## src/rtl/psir_pkg.sv

```systemverilog
/*
 * Constants of the transceiver status and identifier register logic:
 * register offsets, field positions, fixed capability values, reset
 * values and the default identity fields.
 * Assumes it is compiled before every other file of the block.
 */
package psir_pkg;

   // ****************************************************
   // register offsets on the management port
   // ****************************************************
   localparam logic [4:0] ADDR_STATUS = 5'h01;
   localparam logic [4:0] ADDR_ID1 = 5'h02;
   localparam logic [4:0] ADDR_ID2 = 5'h03;

   // ****************************************************
   // status word field positions
   // ****************************************************
   localparam int unsigned BIT_T4 = 15;
   localparam int unsigned BIT_TX_FD = 14;
   localparam int unsigned BIT_TX_HD = 13;
   localparam int unsigned BIT_10_FD = 12;
   localparam int unsigned BIT_10_HD = 11;
   localparam int unsigned RSV_HI = 10;
   localparam int unsigned RSV_LO = 8;
   localparam int unsigned BIT_UNIDIR = 7;
   localparam int unsigned BIT_NO_PRE = 6;
   localparam int unsigned BIT_AN_DONE = 5;
   localparam int unsigned BIT_RFAULT = 4;
   localparam int unsigned BIT_AN_ABLE = 3;
   localparam int unsigned BIT_LINK = 2;
   localparam int unsigned BIT_JABBER = 1;
   localparam int unsigned BIT_EXT = 0;

   // ****************************************************
   // fixed status values
   // ****************************************************
   localparam logic CAP_T4 = 1'b0;
   localparam logic [3:0] CAP_SPEEDS = 4'hf;
   localparam logic [2:0] RSV_VAL = 3'h0;
   localparam logic CAP_UNIDIR = 1'b1;
   localparam logic CAP_NO_PRE = 1'b1;
   localparam logic CAP_AN_ABLE = 1'b1;
   localparam logic CAP_EXT = 1'b1;

   // ****************************************************
   // reset values
   // ****************************************************
   localparam logic RST_AN_DONE = 1'b0;
   localparam logic RST_RFAULT = 1'b0;
   localparam logic RST_LINK = 1'b0;
   localparam logic RST_JABBER = 1'b0;
   localparam logic RST_PRE_NEEDED = 1'b1;
   localparam logic [15:0] RST_RDATA = 16'h0000;
   localparam logic [4:0] RST_ADDR = 5'h00;

   // ****************************************************
   // identifier word two field positions
   // ****************************************************
   localparam int unsigned ID2_OUI_LSB = 10;
   localparam int unsigned ID2_MODEL_LSB = 4;
   localparam int unsigned ID2_REV_LSB = 0;

   // arbitrary neutral identity values, not a real maker's code
   localparam logic [0:23] VENDOR_CODE_DEF = 24'h5a3c69;
   localparam logic [5:0] MODEL_DEF = 6'h2a;
   localparam logic [3:0] REV_DEF = 4'h3;

endpackage

```

## src/rtl/psir_latch_high.sv

```systemverilog
/*
 * Latch-high status flag: an event sets it, a read of the status word
 * clears it; a new event in the clearing cycle keeps it set.
 * Assumes one clock, an asynchronous active-low reset and a clock
 * enable that freezes the flag while low.
 */
`timescale 1ns/1ps
module psir_latch_high (
   input wire logic clk, // management clock
   input wire logic nrst, // async reset, active low
   input wire logic ce, // clock enable
   input wire logic set_evt, // event level, sets the flag
   input wire logic clr, // status read, clears the flag
   output logic flag // latched flag
);

   logic flag_reg;
   logic flag_next;

   // set wins so an event in the read cycle is not lost
   assign flag_next = set_evt | (flag_reg & ~clr);
   assign flag = flag_reg;

   always_ff @(posedge clk or negedge nrst) begin
      if (!nrst) begin
         flag_reg <= 1'b0;
      end else if (ce) begin
         flag_reg <= flag_next;
      end
   end

endmodule

```

## src/rtl/psir_latch_low.sv

```systemverilog
/*
 * Latch-low link flag: any link failure clears it, and it returns to
 * one only on a status read while the link is good.
 * Assumes one clock, an asynchronous active-low reset and a clock
 * enable that freezes the flag while low.
 */
`timescale 1ns/1ps
module psir_latch_low (
   input wire logic clk, // management clock
   input wire logic nrst, // async reset, active low
   input wire logic ce, // clock enable
   input wire logic good, // link good level
   input wire logic rd, // status read, refreshes the flag
   output logic flag // latched link flag
);

   logic flag_reg;
   logic flag_next;

   // failure wins over the refresh by the read
   assign flag_next = good & (flag_reg | rd);
   assign flag = flag_reg;

   always_ff @(posedge clk or negedge nrst) begin
      if (!nrst) begin
         flag_reg <= 1'b0;
      end else if (ce) begin
         flag_reg <= flag_next;
      end
   end

endmodule

```

## src/rtl/psir_regs.sv

```systemverilog
/*
 * Status word and identifier words of an Ethernet transceiver's
 * management register set, with latch-high fault and jabber flags,
 * a latch-low link flag and the preamble-needed tracker.
 * Assumes a serial management framer in front of it that turns each
 * valid frame into a one-cycle read or write strobe with an address,
 * and reports bad opcodes or turnarounds as a one-cycle pulse.
 */
// How it works
// - Top bit 0, bits 14..11 all ones
// - Bits 10..8 read zero, writes ignored
// - Bit 7 fixed one: unidirectional transmit
// - Bit 6 one; preamble needed after reset or a frame error
// - Negotiation-done flag mirrors progress, resets zero
// - Remote fault latches high until read
// - Bit 3 fixed one: negotiation ability
// - Link flag latches low, refreshed by read
// - Jabber latches high until read, 10 Mb only
// - Bit 0 fixed one: extended registers
// - Both identifier words form 32-bit identity
// - Word one holds vendor bits 3..18
// - Identity may read all zeros
// - Word two: vendor bits, model, revision
`timescale 1ns/1ps
module psir_regs #(
   parameter logic [0:23] VENDOR_CODE = psir_pkg::VENDOR_CODE_DEF,
   parameter logic [5:0] MODEL = psir_pkg::MODEL_DEF,
   parameter logic [3:0] REV = psir_pkg::REV_DEF,
   parameter logic ID_ZERO = 1'b0
) (
   input wire logic CLK, // management clock, 200 MHz
   input wire logic NRST, // async reset, active low
   input wire logic CE, // clock enable, freezes all state
   input wire logic [4:0] MGMT_ADDR, // register address
   input wire logic MGMT_RD, // read strobe, one cycle
   input wire logic MGMT_WR, // write strobe, one cycle
   input wire logic [15:0] MGMT_WDATA, // write data, discarded
   input wire logic FRAME_ERROR, // bad opcode or turnaround
   input wire logic AN_COMPLETE, // negotiation finished level
   input wire logic FAR_END_FAULT, // far-end fault indication
   input wire logic PARTNER_FAULT, // remote fault from partner
   input wire logic LINK_GOOD, // good link at 10 or 100 Mb/s
   input wire logic JABBER_SEEN, // jabber condition level
   input wire logic SPEED_10, // link runs at 10 Mb/s
   output logic [15:0] MGMT_RDATA, // read data, registered
   output logic MGMT_RVALID, // read data valid pulse
   output logic PREAMBLE_NEEDED // next frame must carry preamble
);

   // ****************************************************
   // decode
   // ****************************************************
   logic rd_go;
   logic wr_go;
   logic hit_status;
   logic hit_id1;
   logic hit_id2;
   logic rd_status;

   assign rd_go = CE & MGMT_RD;
   // a read and a write never come together; read takes priority
   assign wr_go = CE & MGMT_WR & ~MGMT_RD;
   assign hit_status = (MGMT_ADDR == psir_pkg::ADDR_STATUS);
   assign hit_id1 = (MGMT_ADDR == psir_pkg::ADDR_ID1);
   assign hit_id2 = (MGMT_ADDR == psir_pkg::ADDR_ID2);
   // only reads touch flags; a write only clears the preamble need
   assign rd_status = MGMT_RD & hit_status;

   // ****************************************************
   // latched status flags
   // ****************************************************
   logic rfault_evt;
   logic jabber_evt;
   logic rfault_flag;
   logic jabber_flag;
   logic link_flag;

   assign rfault_evt = FAR_END_FAULT | PARTNER_FAULT;
   // jabber has no meaning at 100 Mb/s, so it is not recorded there
   assign jabber_evt = JABBER_SEEN & SPEED_10;

   psir_latch_high u_rfault (
      .clk(CLK),
      .nrst(NRST),
      .ce(CE),
      .set_evt(rfault_evt),
      .clr(rd_status),
      .flag(rfault_flag)
   );

   psir_latch_high u_jabber (
      .clk(CLK),
      .nrst(NRST),
      .ce(CE),
      .set_evt(jabber_evt),
      .clr(rd_status),
      .flag(jabber_flag)
   );

   psir_latch_low u_link (
      .clk(CLK),
      .nrst(NRST),
      .ce(CE),
      .good(LINK_GOOD),
      .rd(rd_status),
      .flag(link_flag)
   );

   // ****************************************************
   // negotiation done and preamble tracking
   // ****************************************************
   logic an_done_reg;
   logic pre_needed_reg;
   logic pre_needed_next;

   // framer error re-arms the preamble; set wins over a same-cycle frame
   assign pre_needed_next = FRAME_ERROR |
      (pre_needed_reg & ~(MGMT_RD | MGMT_WR));

   always_ff @(posedge CLK or negedge NRST) begin
      if (!NRST) begin
         an_done_reg <= psir_pkg::RST_AN_DONE;
         pre_needed_reg <= psir_pkg::RST_PRE_NEEDED;
      end else if (CE) begin
         an_done_reg <= AN_COMPLETE;
         pre_needed_reg <= pre_needed_next;
      end
   end

   // ****************************************************
   // register words
   // ****************************************************
   logic [15:0] status_word;
   logic [15:0] id1_word;
   logic [15:0] id2_word;

   assign status_word[psir_pkg::BIT_T4] = psir_pkg::CAP_T4;
   assign status_word[psir_pkg::BIT_TX_FD:psir_pkg::BIT_10_HD] =
      psir_pkg::CAP_SPEEDS;
   assign status_word[psir_pkg::RSV_HI:psir_pkg::RSV_LO] =
      psir_pkg::RSV_VAL;
   assign status_word[psir_pkg::BIT_UNIDIR] = psir_pkg::CAP_UNIDIR;
   assign status_word[psir_pkg::BIT_NO_PRE] = psir_pkg::CAP_NO_PRE;
   assign status_word[psir_pkg::BIT_AN_DONE] = an_done_reg;
   assign status_word[psir_pkg::BIT_RFAULT] = rfault_flag;
   assign status_word[psir_pkg::BIT_AN_ABLE] = psir_pkg::CAP_AN_ABLE;
   assign status_word[psir_pkg::BIT_LINK] = link_flag;
   assign status_word[psir_pkg::BIT_JABBER] = jabber_flag;
   assign status_word[psir_pkg::BIT_EXT] = psir_pkg::CAP_EXT;

   // vendor bit 1 sits at VENDOR_CODE[0]; the top two are never stored
   assign id1_word = ID_ZERO ? 16'h0000 : VENDOR_CODE[2:17];
   assign id2_word = ID_ZERO ? 16'h0000 :
      {VENDOR_CODE[18:23], MODEL, REV};

   // ****************************************************
   // read port
   // ****************************************************
   logic [15:0] rdata_reg;
   logic [15:0] rdata_next;
   logic rvalid_reg;
   logic [4:0] rd_addr_reg;

   // unmapped addresses read as zero
   assign rdata_next = hit_status ? status_word :
      hit_id1 ? id1_word :
      hit_id2 ? id2_word : 16'h0000;

   always_ff @(posedge CLK or negedge NRST) begin
      if (!NRST) begin
         rdata_reg <= psir_pkg::RST_RDATA;
         rvalid_reg <= 1'b0;
         rd_addr_reg <= psir_pkg::RST_ADDR;
      end else if (CE) begin
         rvalid_reg <= MGMT_RD;
         if (MGMT_RD) begin
            rdata_reg <= rdata_next;
            rd_addr_reg <= MGMT_ADDR;
         end
      end
   end

   assign MGMT_RDATA = rdata_reg;
   assign MGMT_RVALID = rvalid_reg;
   assign PREAMBLE_NEEDED = pre_needed_reg;

   // ****************************************************
   // assertions
   // ****************************************************
   logic rd_stat_done;

   assign rd_stat_done = MGMT_RVALID && rd_addr_reg == psir_pkg::ADDR_STATUS;
endmodule

```

## config.mk

```make
export PLATFORM = sky130hd
export DESIGN_NAME = psir_regs
export DESIGN_NICKNAME = d
export VERILOG_FILES = /design/src/rtl/psir_pkg.sv /design/src/rtl/psir_latch_high.sv /design/src/rtl/psir_latch_low.sv /design/src/rtl/psir_regs.sv
export SDC_FILE = /design/constraint.sdc
export NUM_CORES = 1
export LEC_CHECK = 0
export BUFFER_PORTS_ARGS = -buffer_cell sky130_fd_sc_hd__buf_2
export CORE_MARGIN = 4
export CORE_UTILIZATION = 42
export DETAILED_ROUTE_END_ITERATION = 8
export HOLD_SLACK_MARGIN = 0.1
export PLACE_DENSITY = 0.95
export SLEW_MARGIN = 20
export SYNTH_ARGS = -nofsm -noshare
export SYNTH_HDL_FRONTEND = slang
export SYNTH_SLANG_ARGS = --single-unit
```

## constraint.sdc

```tcl
create_clock -name CLK -period 1.38 [get_ports CLK]
set_clock_uncertainty 0.05 [all_clocks]
set_input_delay 0.276 -clock CLK [delete_from_list [all_inputs] [get_ports CLK]]
set_output_delay 0.276 -clock CLK [all_outputs]
set_load 0.01 [all_outputs]
```

# ---- After elaboration in Yosys (flattened, before gate mapping)
# Cells that the tools add are included.
dict set report word_totals {
  ff_bits 22
  inputBits 33
  out_inout_bits 18
  word_cells 28
}
dict set report op_classes {
  eq_ne 3
  n_mux 3
  n_bitwise 14
  n_reduce_logical 1
}
# cell count
set ops {}
lappend ops {{$mux 16} 3}
lappend ops {{$eq 5x2->1 const B} 2}
lappend ops {{$and 1x1->1} 6}
lappend ops {{$or 1x1->1} 6}
lappend ops {{$eq 5x1->1 const B} 1}
lappend ops {{$not 1->1} 2}
lappend ops {{$reduce_and 2->1} 1}

# ---- Logic depth before layout (Yosys ltp)
dict set report logic_depth {
  ltp_word 5
  ltp_mapped 5
  depth_no_buf 3
}

# ---- Cells and area by module
# A second synthesis with hierarchy kept.
dict set report hier_totals {
  hier_cells 68
  hier_area_um2 668.1
}
# mod n_inst cells_each area_each_um2 seq_area_each_um2
set by_module_without_submodules {}
lappend by_module_without_submodules {psir_regs 1 58 554.3 276.5}
lappend by_module_without_submodules {psir_latch_high 2 3 37.5 25.0}
lappend by_module_without_submodules {psir_latch_low 1 4 38.8 25.0}

# ---- Worst setup path after synthesis
# Ideal clock, no wire load.
dict set report synth_path {
  path_type {in2reg}
  start {in MGMT_ADDR[4]}
  end {reg u_jabber.flag_reg, in the netlist u_jabber.flag}
  setup_time_ns 0.134
  arrival_ns 1.078
  required_time_ns 1.196
  path_slack_ns 0.117
  cell_stages 3
  path_buffers 0
  path_cell_list {or3_4 nor4b_4 o21ai_0}
}
dict set report synth_via {
  elab_chain_len 5
}
# item line
set synth_rtl {}
lappend synth_rtl {{start, declared} psir_regs.sv:34} ;# input wire logic [4:0] MGMT_ADDR,
lappend synth_rtl {{$eq 5x1->1} psir_regs.sv:63} ;# assign hit_status = (MGMT_ADDR == psir_pkg::ADDR_STATUS);
lappend synth_rtl {{$and 1x1->1} psir_regs.sv:67} ;# assign rd_status = MGMT_RD & hit_status;
lappend synth_rtl {{$not 1->1} psir_latch_high.sv:21} ;# assign flag_next = set_evt | (flag_reg & ~clr);
lappend synth_rtl {{$and 1x1->1} psir_latch_high.sv:21}
lappend synth_rtl {{$or 1x1->1} psir_latch_high.sv:21}
lappend synth_rtl {{end signal, assigned} psir_latch_high.sv:28} ;# flag_reg <= flag_next;
lappend synth_rtl {{end, declared} psir_latch_high.sv:17} ;# logic flag_reg;
# Every way passes these cells.
# A chain may end at the register's enable or synchronous reset.

# ---- Final worst setup path
dict set report layout_path {
  start {reg pre_needed_reg, in the netlist PREAMBLE_NEEDED}
  end {out PREAMBLE_NEEDED}
}
# item line
set layout_rtl {}
lappend layout_rtl {{start, declared} psir_regs.sv:113} ;# logic pre_needed_reg;
lappend layout_rtl {{start signal, assigned} psir_regs.sv:123} ;# pre_needed_reg <= psir_pkg::RST_PRE_NEEDED;
lappend layout_rtl {{start signal, assigned} psir_regs.sv:126} ;# pre_needed_reg <= pre_needed_next;
lappend layout_rtl {{end, declared} psir_regs.sv:47} ;# output logic PREAMBLE_NEEDED
# No word-level cell between the ends.

==> metrics.cfg <==
[outcome]
status = complete, no violations

[synthesis]
synth_top_family_by_area = compound AO/OA/AOI/OAI gates
synth_fa_ha_area_share_pct = 0
yosysWarnings = 0
synth_cells = 65
synth_mux_area_share_pct = 3.06
synth_seq_area_share_pct = 50.5
synth_fp_nets = 98
synth.distinct_cells = 24
synth-seq-cells = 14
synth_xor_area_share_pct = 1.26
synth_area_per_cell_sq_um = 10.7
synth_area_sq_um = 696
synthSimpleGateAreaFrac_pct = 11.9
synth_compound_area_share_pct = 17.4

[setup_path]
arrival_ns = 0.93
critPathLaunchType = flip-flop
cpLargestDelayFamily = flip-flops
crit_required_ns = 1.05
end_kind = primary output
reg2reg_slack_ns = 0.50
cp.depth = 1
slowest_stage = dfstp_2
path_class = reg -> out
path_cells = buf_2
critPathCapture = PREAMBLE_NEEDED
r2r_start = u_rfault.flag
slowest_delay_ns = 0.54
critPathBufInv = 1
r2r_cells = 3
reg2reg_to = MGMT_RDATA[4]
path_max_fanout = 2
setup.worst_path.start = PREAMBLE_NEEDED

[detailed_routing]
viasPerCell = 4.87
ant_nets = 0
drt_pass1_iterations = 4
drc_errors = 0
wl_per_cell_um = 11.7
wl_um = 1290
first_iter_violations = 7
num_vias = 536

[finish]
area_growth_pct = 23.4
seq_area_sq_um = 352
layout-drive-gt1-share_pct = 48.9
largest_reg_flops = 8
fillers = 140
multiInputGateArea_sq_um = 238
final_cell_mix = 33 x buf_2, 13 x dfrtp_1, 9 x o21ai_0, 7 x nand2_1, 4 x inv_1
diodes = 0
mostFrequentLayoutCell = buf_2
layoutNonFillerInstCount = 110
nNetsFinal = 128

[clocking]
cts.sinks = 14
cts_max_level = 1
ctsLongestPathBuffers = 2
post_cts_resize_count = 0
cts_tree = done
cts_root_buf = clkbuf_4
clk_latency_ns = 0.28
path_clk_slew_ns = 0.08
cts_buffers = 3

[sta]
clock.fmax_mhz = 795
fin_setup_tns_ns = 0
fin_crit_ns = 1.26
drv_slew = 0
setup_viol_count_final = 0
min_period_over_period_pct = 91.2
rsz0062_at_grt = false
hold_viol = 0

[power]
p_int_mw = 0.653
power.switching_mw = 0.212
power_frac_comb_pct = 14.9
seq_power_share_pct = 51.3
switching_share_pct = 24.5
leakage_nw = 0.473
ir_drop_mv = 0.639
clkPwrFrac_pct = 33.8
cellPowerDensity_nw_per_um2 = 1010

[place]
io_buffers = 33
routabilityCongestion = 0.743
placed_cells = 105

[floorplan]
rows = 14
die_x_um = 48.7
core_area_sq_um = 1540
die_h_um = 48.7
dieArea_sq_um = 2370
io_pins = 51
start_util_pct = 45.1

[worst_hold_path]
min_from = FRAME_ERROR
worstHoldPathType = in -> reg

[grt]
grt_pass1_wl_um = 2250
grt_overflow = 0
antenna_found_initial = 0
grt_pass1_vias = 492
grt_max_degree = 16
grt_usage_pct = 12.0

[flow_run]
maxCapViolCount = 0

stage by stage:
step	total power, mW	hold WS (ns)	setup slack (ns)	utilization [%]	instance area [sq um]
2_1_floorplan	0.534	-0.0696	0.117	-	696
3_3_place_gp	0.576	0.128	-0.0524	52.7	812
3_5_place_dp	0.581	0.133	-0.0911	52.7	812
4_1_cts	0.876	0.162	0.112	55.7	858
5_1_grt	0.910	0.164	0.0828	55.7	858
6_report	0.865	0.171	0.122	55.7	858
cell usage after synthesis:
library cell  number  area, sq um
dfrtp_1           13          325
buf_4              9         67.6
o21ai_0            9         45.0
nand2_1            7         26.3
inv_1              4         15.0
o31ai_1            3         22.5
a22o_1             2         17.5
nand3_1            2         10.0
a21o_2             1         8.76
a21oi_1            1         5.00
a2bb2oi_2          1         15.0
buf_8              1         15.0
clkbuf_1           1         3.75
clkbuf_2           1         5.00
conb_1             1         3.75
dfstp_2            1         26.3
mux2_2             1         11.3
mux2i_1            1         10.0
nor2b_1            1         6.26
nor3_1             1         5.00
nor4b_4            1         23.8
o211ai_1           1         7.51
or3_4              1         11.3
xnor2_1            1         8.76
logic make-up after synthesis:
| group | count (synthesis) |
|---|---|
| xor+xnor | 1 |
| flops | 14 |
| compound gates | 18 |
| buf+inv | 16 |
| mux | 2 |
| other cells | 1 |
| simple gates | 13 |
repair_timing:
item / CTS / global route
hold endpoints to repair: 13 / 0
setup buffers: 0 / 0
hold buffers: 1 / 0
power groups by stage:
| stage | clock [mW] | combinational [mW] | sequential (mW) |
|---|---|---|---|
| 2_1_floorplan | 0 | 0.0741 | 0.460 |
| 3_3_place_gp | 0 | 0.125 | 0.451 |
| 3_5_place_dp | 0 | 0.129 | 0.452 |
| 4_1_cts | 0.301 | 0.131 | 0.444 |
| 5_1_grt | 0.318 | 0.145 | 0.447 |
| 6_report | 0.293 | 0.129 | 0.444 |
worst min-delay path by stage:
stage | endpoint | slack (ns) | cells past startpoint
after floorplan | MGMT_RDATA[10] | -0.07 | 0
after global placement | MGMT_RDATA[13] | 0.13 | 1
after detailed placement | MGMT_RDATA[1] | 0.13 | 1
after CTS | PREAMBLE_NEEDED | 0.16 | 2
after global routing | PREAMBLE_NEEDED | 0.16 | 2
final | PREAMBLE_NEEDED | 0.17 | 2
routing by layer:
metal	share of wire [%]	wire (um)	global-route usage (%)	up-vias
li1	-	-	-	271
met2	45	578	19.1	29
met4	0	0	2.69	0
met5	0	0	0	-
met3	13	163	6.13	0
met1	42	545	14.3	236
layout make-up:
cell class / count / area share (%)
Clock buffer: 4 / 4.23
Tap cell: 16 / 2.33
Multi-Input combinational cell: 35 / 27.7
Inverter: 4 / 1.75
Sequential cell: 14 / 41.0
Timing Repair Buffer: 37 / 23.0
Note: power is estimated with default switching activity, not from simulation.
